## src/include/pt8_map.svh

```systemverilog
// register offsets, field positions, reset values and counter widths of the period timer
`ifndef PT8_MAP_SVH
`define PT8_MAP_SVH
`define PT8_ADDR_W          3
`define PT8_OFF_COUNT       3'h0
`define PT8_OFF_LIMIT       3'h1
`define PT8_OFF_CONTROL     3'h2
`define PT8_OFF_HLT         3'h3
`define PT8_OFF_STATUS      3'h4
`define PT8_OFF_PRESCALE    3'h5
`define PT8_COUNT_RST       8'h00
`define PT8_LIMIT_RST       8'hFF
`define PT8_CTRL_ON_BIT     7
`define PT8_CTRL_POSTSCALE_SELECT_LSB  0
`define PT8_CTRL_POSTSCALE_SELECT_MSB  3
`define PT8_CTRL_CKPS_LSB   4
`define PT8_CTRL_CKPS_MSB   6
`define PT8_HLT_MODE_LSB    0
`define PT8_HLT_MODE_MSB    4
`define PT8_STAT_EVENT_BIT  0
`define PT8_STAT_RUN_BIT    1
`define PT8_STAT_ERS_BIT    2
`define PT8_PRE_W           7
`define PT8_POST_W          4
`endif

```

## src/include/pt8_pkg.sv

```systemverilog
// types of the period timer
package pt8_pkg;
   typedef enum logic [1:0]
   {
      PT8_FREE,
      PT8_ONESHOT,
      PT8_MONO,
      PT8_RSVD
   } pt8_major_t;
   typedef enum logic [2:0]
   {
      PT8_SUB0,
      PT8_SUB1,
      PT8_SUB2,
      PT8_SUB3,
      PT8_SUB4,
      PT8_SUB5,
      PT8_SUB6,
      PT8_SUB7
   } pt8_sub_t;
endpackage : pt8_pkg

```

## src/verilog/pt8_prescaler.sv

```systemverilog
// prescaler divider giving one tick every 2^select input cycles
`timescale 1ns/100ps
`include "pt8_map.svh"
module pt8_prescaler
(
   input  wire logic        core_clk_i,
   input  wire logic        rst_b_i,
   input  wire logic        clear_i,
   input  wire logic        run_i,
   input  wire logic [2:0]  select_i,
   output logic             tick_o
);
   logic [`PT8_PRE_W-1:0] pre_count;
   logic [`PT8_PRE_W-1:0] pre_mask;

   assign pre_mask = 7'(({`PT8_PRE_W{1'b1}} << select_i) ^ {`PT8_PRE_W{1'b1}});
   assign tick_o   = run_i && ((pre_count & pre_mask) == pre_mask);

   // count cleared on device reset or clear request
   always_ff @(posedge core_clk_i)
   begin
      if (!rst_b_i || clear_i)
         pre_count <= '0;
      else if (run_i)
         pre_count <= pre_count + 7'h01;
   end
endmodule : pt8_prescaler

```

## src/verilog/pt8_period_timer.sv

```systemverilog
// 8-bit period timer with prescaler, postscaler and hardware limit modes
//
// Behaviour
// - 8-bit count and limit; free-running, one-shot and monostable modes.
// - prescaler divides input clock from 1:1 up to 1:128.
// - period matches feed postscaler selectable 1:1 to 1:16.
// - count increments on each prescaler tick in every mode.
// - on match count returns to 00h next tick; postscaler advances.
// - postscaler match gives a one-clock output pulse, then clears.
// - gate modes hold count while gate inactive, resume when active.
// - reset modes clear count on level or edge of external signal; the code clears the count only while the run bit is set.
// - software reads and writes count and limit at any time.
// - device reset clears count and sets limit to FFh.
// - prescaler and postscaler clear on count write, control write, resets.
// - control write leaves the count unchanged.
// - one-shot match clears run bit; restart needs software set again.
// - one-shot restart resets the postscaler.
// - monostable stops at match keeping run bit; external event restarts; in sub-mode 0 the code keeps counting through match.
// - debug freeze makes the timer ignore external trigger activity.
//
// Implementation choices: the register addresses and the strobed register port.
`timescale 1ns/100ps
`include "pt8_map.svh"
module pt8_period_timer
   import pt8_pkg::*;
(
   input  wire logic                   core_clk_i,
   input  wire logic                   rst_b_i,
   input  wire logic [`PT8_ADDR_W-1:0] addr_i,
   input  wire logic [7:0]             wdata_i,
   input  wire logic                   wr_i,
   input  wire logic                   rd_i,
   input  wire logic                   external_reset_signal_i,
   input  wire logic                   debug_freeze_i,
   output logic      [7:0]             rdata_o,
   output logic                        postscaled_period_pulse_o,
   output logic                        period_event_o
);
   logic [7:0]             period_count;
   logic [7:0]             period_limit;
   logic                   timer_run_bit;
   logic [3:0]             postscale_select;
   logic [2:0]             prescale_select;
   logic [4:0]             hw_mode;
   logic [`PT8_POST_W-1:0] post_count;
   logic                   ers_prev;
   logic                   armed;
   logic                   event_flag;
   logic                   run_prev;
   logic                   tick;
   logic                   wr_count;
   logic                   wr_limit;
   logic                   wr_ctrl;
   logic                   wr_hlt;
   logic                   wr_stat;
   logic                   ers;
   logic                   rise;
   logic                   fall;
   logic                   any_edge;
   logic                   match;
   logic                   post_hit;
   logic                   gate_ok;
   logic                   hw_reset;
   logic                   start_evt;
   logic                   counting;
   logic                   restart;
   pt8_major_t             major;
   pt8_sub_t               sub;

   assign major    = pt8_major_t'(hw_mode[4:3]);
   assign sub      = pt8_sub_t'(hw_mode[2:0]);
   assign wr_count = wr_i && (addr_i == `PT8_OFF_COUNT);
   assign wr_limit = wr_i && (addr_i == `PT8_OFF_LIMIT);
   assign wr_ctrl  = wr_i && (addr_i == `PT8_OFF_CONTROL);
   assign wr_hlt   = wr_i && (addr_i == `PT8_OFF_HLT);
   assign wr_stat  = wr_i && (addr_i == `PT8_OFF_STATUS);

   // external signal seen as constant while frozen
   assign ers      = debug_freeze_i ? ers_prev : external_reset_signal_i;
   assign rise     = ers && !ers_prev;
   assign fall     = !ers && ers_prev;
   assign any_edge = rise || fall;
   assign match    = (period_count == period_limit);
   assign post_hit = (post_count == postscale_select);

   // gate, reset and start decode per mode
   always_comb
   begin
      gate_ok   = 1'b1;
      hw_reset  = 1'b0;
      start_evt = 1'b0;
      unique case (major)
         PT8_FREE:
         begin
            unique case (sub)
               PT8_SUB0: gate_ok  = 1'b1;
               PT8_SUB1: gate_ok  = ers;
               PT8_SUB2: gate_ok  = !ers;
               PT8_SUB3: hw_reset = any_edge;
               PT8_SUB4: hw_reset = rise;
               PT8_SUB5: hw_reset = fall;
               PT8_SUB6: hw_reset = !ers;
               PT8_SUB7: hw_reset = ers;
            endcase
         end
         PT8_ONESHOT, PT8_MONO:
         begin
            unique case (sub)
               PT8_SUB0: start_evt = 1'b1;
               PT8_SUB1: start_evt = rise;
               PT8_SUB2: start_evt = fall;
               PT8_SUB3: start_evt = any_edge;
               PT8_SUB4:
               begin
                  start_evt = rise;
                  hw_reset  = (major == PT8_ONESHOT) && rise;
               end
               PT8_SUB5:
               begin
                  start_evt = fall;
                  hw_reset  = (major == PT8_ONESHOT) && fall;
               end
               PT8_SUB6:
               begin
                  start_evt = rise;
                  hw_reset  = (major == PT8_ONESHOT) && !ers;
               end
               PT8_SUB7:
               begin
                  start_evt = fall;
                  hw_reset  = (major == PT8_ONESHOT) && ers;
               end
            endcase
         end
         default:
            gate_ok = 1'b0;
      endcase
   end

   // advance only with run bit, gate and arming
   assign counting = timer_run_bit && gate_ok && (armed || start_evt) && !hw_reset;
   assign restart  = timer_run_bit && !run_prev;

   pt8_prescaler pt8_prescaler_inst
   (
      .core_clk_i (core_clk_i),
      .rst_b_i    (rst_b_i),
      .clear_i    (wr_count || wr_ctrl || hw_reset || restart),
      .run_i      (counting),
      .select_i   (prescale_select),
      .tick_o     (tick)
   );

   // count register
   always_ff @(posedge core_clk_i)
   begin
      if (!rst_b_i)
         period_count <= `PT8_COUNT_RST;
      else if (wr_count)
         period_count <= wdata_i;
      else if (timer_run_bit && hw_reset)
         period_count <= 8'h00;
      else if (tick)
      begin
         if (match)
            period_count <= 8'h00;
         else
            period_count <= period_count + 8'h01;
      end
   end

   // limit register
   always_ff @(posedge core_clk_i)
   begin
      if (!rst_b_i)
         period_limit <= `PT8_LIMIT_RST;
      else if (wr_limit)
         period_limit <= wdata_i;
   end

   // control register; count untouched on write
   always_ff @(posedge core_clk_i)
   begin
      if (!rst_b_i)
      begin
         timer_run_bit    <= 1'b0;
         postscale_select <= 4'h0;
         prescale_select  <= 3'h0;
      end
      else if (wr_ctrl)
      begin
         timer_run_bit    <= wdata_i[`PT8_CTRL_ON_BIT];
         postscale_select <= wdata_i[`PT8_CTRL_POSTSCALE_SELECT_MSB:`PT8_CTRL_POSTSCALE_SELECT_LSB];
         prescale_select  <= wdata_i[`PT8_CTRL_CKPS_MSB:`PT8_CTRL_CKPS_LSB];
      end
      else if (tick && match && (major == PT8_ONESHOT))
         timer_run_bit <= 1'b0;
   end

   // mode register
   always_ff @(posedge core_clk_i)
   begin
      if (!rst_b_i)
         hw_mode <= 5'h00;
      else if (wr_hlt)
         hw_mode <= wdata_i[`PT8_HLT_MODE_MSB:`PT8_HLT_MODE_LSB];
   end

   // arming: set by start, dropped at match in one-shot and monostable
   always_ff @(posedge core_clk_i)
   begin
      if (!rst_b_i)
         armed <= 1'b0;
      else if (!timer_run_bit)
         armed <= 1'b0;
      else if (major == PT8_FREE)
         armed <= 1'b1;
      else if (tick && match)
         armed <= 1'b0;
      else if (start_evt)
         armed <= 1'b1;
   end

   // postscaler counter and output pulse
   always_ff @(posedge core_clk_i)
   begin
      if (!rst_b_i || wr_count || wr_ctrl || hw_reset || restart)
      begin
         post_count                <= '0;
         postscaled_period_pulse_o <= 1'b0;
      end
      else
      begin
         postscaled_period_pulse_o <= tick && match && post_hit;
         if (tick && match)
            post_count <= post_hit ? 4'h0 : post_count + 4'h1;
      end
   end

   // sticky event flag, write one to clear, set wins
   always_ff @(posedge core_clk_i)
   begin
      if (!rst_b_i)
         event_flag <= 1'b0;
      else if (postscaled_period_pulse_o)
         event_flag <= 1'b1;
      else if (wr_stat && wdata_i[`PT8_STAT_EVENT_BIT])
         event_flag <= 1'b0;
   end

   always_ff @(posedge core_clk_i)
   begin
      if (!rst_b_i)
      begin
         ers_prev       <= 1'b0;
         run_prev       <= 1'b0;
         period_event_o <= 1'b0;
      end
      else
      begin
         ers_prev       <= ers;
         run_prev       <= timer_run_bit;
         period_event_o <= event_flag || postscaled_period_pulse_o;
      end
   end

   // read port, data one cycle after strobe
   always_ff @(posedge core_clk_i)
   begin
      if (!rst_b_i)
         rdata_o <= 8'h00;
      else if (rd_i)
      begin
         unique case (addr_i)
            `PT8_OFF_COUNT:   rdata_o <= period_count;
            `PT8_OFF_LIMIT:   rdata_o <= period_limit;
            `PT8_OFF_CONTROL: rdata_o <= {timer_run_bit, prescale_select, postscale_select};
            `PT8_OFF_HLT:     rdata_o <= {3'h0, hw_mode};
            `PT8_OFF_STATUS:  rdata_o <= {5'h00, ers_prev, armed, event_flag};
            default:          rdata_o <= 8'h00;
         endcase
      end
      else
         rdata_o <= 8'h00;
   end
endmodule : pt8_period_timer

```

## config.mk

```make
export PLATFORM = sky130hd
export DESIGN_NAME = pt8_period_timer
export DESIGN_NICKNAME = d
export VERILOG_FILES = /design/src/include/pt8_pkg.sv /design/src/verilog/pt8_prescaler.sv /design/src/verilog/pt8_period_timer.sv
export VERILOG_INCLUDE_DIRS = /design/src /design/src/include
export SDC_FILE = /design/constraint.sdc
export NUM_CORES = 1
export LEC_CHECK = 0
export ABC_AREA = 0
export BUFFER_PORTS_ARGS = -buffer_cell sky130_fd_sc_hd__buf_2
export CORE_ASPECT_RATIO = 0.8
export CORE_MARGIN = 2
export CORE_UTILIZATION = 57
export DETAILED_ROUTE_END_ITERATION = 8
export GPL_TIMING_DRIVEN = 0
export PLACE_DENSITY = 0.84
export SKIP_LAST_GASP = 1
export SYNTH_ARGS = -nofsm -noshare
export SYNTH_HDL_FRONTEND = slang
export SYNTH_SLANG_ARGS = --single-unit
```

## constraint.sdc

```tcl
create_clock -name core_clk_i -period 3.8 [get_ports core_clk_i]
set_clock_uncertainty 0.15 [all_clocks]
set_input_delay 0.19 -clock core_clk_i [delete_from_list [all_inputs] [get_ports core_clk_i]]
set_output_delay 0.19 -clock core_clk_i [all_outputs]
set_load 0.01 [all_outputs]
```

Yosys cells after proc, flatten, opt, wreduce, memory -nomap -nowiden. Index checks and enable logic that the tools add are counted.

Register bits: 54. Input bits: 17. Output and inout port bits: 10. Logic and storage cells: 107.

Add/subtract/negate cells: 3. Equality and inequality tests: 16. Shifts and indexed selects: 1. Mux-type cells: 21. Bitwise operators: 2. Reductions and logical operators: 49.

Operator list (count): case mux 8 bit (5 select lines) (1); 2-to-1 mux 8 bit (4); logical AND 1 bit (21); == test 3 bit (second input constant) (5); == test 3 x 2 -> 1 bit (second input constant) (4); logical OR 1 bit (11); 2-to-1 mux 1 bit (9); adder 8 x 1 -> 8 bit (second input constant) (1); == test 8 bit (1); case mux 1 bit (4 select lines) (2); adder 7 x 1 -> 7 bit (second input constant) (1); bitwise AND 7 bit (1); == test 7 bit (1); NOT 7 bit (1); left shift 7 x 3 -> 7 bit (first input constant) (1); == test 3 x 1 -> 1 bit (second input constant) (2); logical NOT 3 bit (2); case mux 1 bit (2 select lines) (3); nonzero test 3 bit (2); OR reduction 3 bit (2); logical NOT 1 bit (5); case mux 1 bit (5 select lines) (1); adder 4 x 1 -> 4 bit (second input constant) (1); == test 4 bit (1); other kinds (7) (9).

Longest topological paths before layout.
Depth after elaboration: 14. Depth in mapped cells: 11. Gate-level depth less buffers: 10.

Hierarchy. From an unflattened synthesis, not the netlist that was laid out.

Cells, all modules: 349. Area, all modules: 2964.1 um^2.

By module, submodules not included: pt8_period_timer (instances 1, cells an instance 309, area each 2621.3 um^2, sequential area each 940.9 um^2); pt8_prescaler (instances 1, cells an instance 40, area each 342.8 um^2, sequential area each 140.1 um^2).

Least setup slack after synthesis. Ideal clock, no wire load.

Path kind: flip-flop to flip-flop. From: reg ers_prev. To: reg post_count[2]. Library setup time: 70 ps. Data arrival time: 2663 ps. Required time: 3580 ps. Slack: 917 ps. Stages on the path, launching flop included: 12. Path buffers: 1. Period minus slack after synthesis: 2883 ps. Cells stage by stage: dfxtp_1 > mux2i_4 > inv_2 > ha_1 > nand2b_1 > a311o_1 > and3_1 > nor4_4 > buf_6 > nand3_4 > or4b_1 > a21oi_1.

Longest elaborated chain between the ends: 11. Elaborated cells on any way between the ends: 26. Those cells by class: mux: 8; reduce/logical: 18.

RTL lines: from (decl) (RTL line pt8_period_timer.sv:46) `logic ers_prev;`; from (signal assigned) (RTL line pt8_period_timer.sv:261) `ers_prev <= ers;`; 2-to-1 mux 1 bit (*) (RTL line pt8_period_timer.sv:79) `assign ers = debug_freeze_i ? ers_prev : external_reset_signal_i;`; via ers (RTL line pt8_period_timer.sv:56) `logic ers;`; logical NOT 1 bit; logical AND 1 bit (RTL line pt8_period_timer.sv:81) `assign fall = !ers && ers_prev;`; logical OR 1 bit (RTL line pt8_period_timer.sv:82) `assign any_edge = rise || fall;`; case mux 1 bit (4 select lines) (RTL line pt8_period_timer.sv:108) `unique case (sub)`; 2-to-1 mux 1 bit (RTL line pt8_period_timer.sv:92) `unique case (major)`; logical OR 1 bit (RTL line pt8_period_timer.sv:141) `assign counting = timer_run_bit && gate_ok && (armed || start_evt) && !hw_reset;`; logical AND 1 bit (2 in a row) (RTL line pt8_period_timer.sv:141); logical AND 1 bit (RTL line pt8_prescaler.sv:17) `assign tick_o = run_i && ((pre_count & pre_mask) == pre_mask);`; logical AND 1 bit (RTL line pt8_period_timer.sv:235) `if (tick && match)`; to (signal assigned) (RTL line pt8_period_timer.sv:236) `post_count <= post_hit ? 4'h0 : post_count + 4'h1;`; to (decl) (RTL line pt8_period_timer.sv:45) `` logic [`PT8_POST_W-1:0] post_count; ``.

The timed path passes the listed nets; every way through them passes the cells marked *. A chain may end at the register's enable or synchronous reset.

Worst setup path in the final report. Same ends and word-level chain as after synthesis.

==> results.py <==
metrics = {
    "clock_network": {
        "clk_path_buf_depth": 2,
        "cts_made_buffers": 5,
        "clk_latency_ps": 320,
        "clock_sink_count": 54,
        "cts_resized": 0,
        "clkTransAtPathRegs_ps": 100,
        "tritoncts": "done",
        "htreeDepth": 2,
        "cts-root-buf": "clkbuf_8",
    },
    "timing": {
        "slew_viol_final": 0,
        "post-route-min-period_ps": 3230,
        "worstMarginPinSlew_ps": 1260,
        "rsz0062_at_grt": "no",
        "maxSlewHeadroom_pct": 16.0,
        "finalHoldViolations": 0,
        "period_share_pct": 85.0,
        "setup_viol": 0,
        "fmax_ghz": 0.310,
        "tns_ps": 0,
        "fin_ws_ps": 569,
    },
    "status": {
        "status": "finished, final reports clean",
    },
    "critical_path": {
        "crit_required_ps": 3910,
        "endpoint_kind": "register",
        "critPathArrivalTime_ps": 3340,
        "crit_path_start_kind": "register",
        "slowest_delay_ps": 520,
        "worstPathMaxFanout": 10,
        "worstPathCellList": "mux2i_4, inv_2, ha_1, nand2b_1, a311o_1, and3_1, nor4_4, buf_6, nand3_4, or4b_1, a21oi_1",
        "crit_family": "simple AND/OR/NAND/NOR gates",
        "crit_type": "reg -> reg",
        "worst-path-buf-inv": 2,
        "slowest_stage": "or4b_1",
    },
    "logic_synthesis": {
        "yosys.cell_count.top_type": "dfxtp_1",
        "synth_common_cells": "54 x dfxtp_1, 52 x nand2_1, 28 x nor2_1, 25 x a21oi_1, 18 x nand3_1",
        "ys_seq_area_share_pct": 35.6,
        "synthesis.instances": 368,
        "synth_area_um2": 3040,
        "synth_area_per_cell_um2": 8.26,
        "synth_seq_cells": 54,
        "synthTopCellsByArea": "dfxtp_1 36%, nand2_1 6.4%, a21oi_1 4.1%",
        "syn-num-nets": 394,
        "synthDistinctLibCells": 58,
        "synthArstFlopShare_pct": 0,
        "ys.flop_type": "dfxtp_1",
        "synth_largest_area_cell": "dfxtp_1",
        "synth_edf_count": 0,
        "yosys_warnings": 0,
        "synth_top_area_share_pct": 35.6,
    },
    "floorplan": {
        "start_util_pct": 60.0,
        "coreArea_um2": 5060,
        "die_y_um": 69.3,
        "pin_count": 27,
        "dieArea_um2": 5930,
        "rows": 23,
        "die_w_um": 85.6,
    },
    "detailed_routing": {
        "dr.pass1.iters": 8,
        "postRouteAntennaNets": 0,
        "drcViolationCount": 0,
        "wl_per_cell_um": 16.6,
        "initialDrtViolationCount": 400,
        "totalWireLength_um": 7730,
        "viasPerCell": 6.26,
        "vias": 2911,
    },
    "finish": {
        "syn_to_final_growth_pct": 12.2,
        "antenna_cells": 0,
        "layout.nets": 428,
        "fin_area_um2": 3410,
        "drive_gt1_share_pct": 14.6,
        "instances_no_fill": 465,
    },
    "grt": {
        "overflow": 0,
        "antenna_found_initial": 0,
        "grt_pass1_vias": 2660,
        "grt_usage_pct": 27.3,
        "grt_pass1_wl_um": 12800,
        "grt_max_degree": 18,
    },
    "power_and_ir_drop": {
        "peakVddDrop_mv": 0.246,
        "power_density_nw_per_um2": 343,
        "leakagePower_nw": 1.32,
        "total_power_mw": 1.17,
    },
    "placement": {
        "place.gp.congestion": 0.940,
        "placedCellCount": 453,
        "port_buffers": 23,
        "place_worst_setup_slack_ps": 622,
        "placed_area_um2": 3230,
        "hpwl_um": 5710,
    },
    "worst_hold_path": {
        "hold_class": "in -> reg",
    },
    "job": {
        "maxCapViolations": 0,
    },
}
[layout by cell type, fill, tap and decap left out, drive strengths merged, types with 7 or more instances in the layout]
master  count
dfxtp      54
nand2      52
buf        29
nor2       28
a21oi      25
nand3      20
clkbuf     19
a22oi      13
nor2b      12
inv        12
nor3       11
mux2i      11
xnor2       9
ha          9
mux2        8
xor2        8
nand4       7
[area by class of cell]
cell class              count  area, µm²
clock buffers               5       68.8
inverters                  12       45.0
multi-input cells         282       1820
plain buffers              20       92.6
clock inverters             3       68.8
repair buffers             27        155
fillers                   408       1660
flip-flops and latches     54       1080
well taps                  62       77.6
[worst reg2reg max path: stages (launching register included)]
cell and delay [ps]:
dfxtp_1 390, mux2i_4 250, inv_2 110, ha_1 270, nand2b_1 180, a311o_1 320, and3_1 190, nor4_4 330
buf_6 220, nand3_4 90, or4b_1 520, a21oi_1 140
[layer usage]
metal	track usage, %	wire (µm)	up-vias
li1	-	-	1382
met1	39.0	3320	1347
met2	40.4	3370	162
met3	6.90	905	20
met4	8.11	134	0
met5	0	0	-
[flip-flops by register name (all words and copies together), names as in the netlist]
name and count:
post_count 4, period_limit 8, prescale_select 3, ers_prev 1
period_count 8, pt8_prescaler_inst.pre_count 7, rdata_o 8, event_flag 1
timer_run_bit 1, run_prev 1, period_event_o 1, hw_mode 5
armed 1, postscale_select 4, postscaled_period_pulse_o 1
[logic make-up after synthesis]
family | count (synthesis) | synth area share (%)
multiplexers | 19 | 7.00
AND/OR/NAND/NOR | 161 | 27.2
XOR/XNOR | 17 | 4.90
flip-flops | 54 | 35.6
AO/OA/AOI/OAI | 76 | 17.1
adder cells (fa/ha/maj) | 9 | 3.71
buffers and inverters | 32 | 4.53
[through the flow]
| step | hold slack, ps | utilization [%] |
|---|---|---|
| floorplan | 163 | - |
| global placement | 308 | 63.8 |
| detailed placement | 307 | 63.8 |
| CTS | 0.502 | 67.3 |
| global route | 29.9 | 67.3 |
| finish | 2.69 | 67.3 |
[path summary, 6_finish.rpt]
path	start	to	slack, ps	cells after the start
worst max-delay path	ers_prev	post_count[2]	570	11
worst min-delay path	wdata_i[5]	period_limit[5]	3	3
worst max register to register	ers_prev	post_count[2]	570	11
worst min register to register	postscale_select[1]	postscale_select[1]	340	2
[report_power, final]
group	internal, mW	total, mW	switching [mW]	leakage, nW
clock network	0.264	0.464	0.200	0.0683
logic	0.0463	0.120	0.0736	0.812
registers	0.574	0.584	0.00989	0.437
total	0.885	1.17	0.283	1.32
[what timing repair did]
| action | 4_1_cts | 5_1_grt |
|---|---|---|
| hold buffers | 4 | 0 |
| endpoints found under the hold margin | 4 | 0 |
| setup buffers | 0 | 0 |
(Power assumes the default switching activity.)
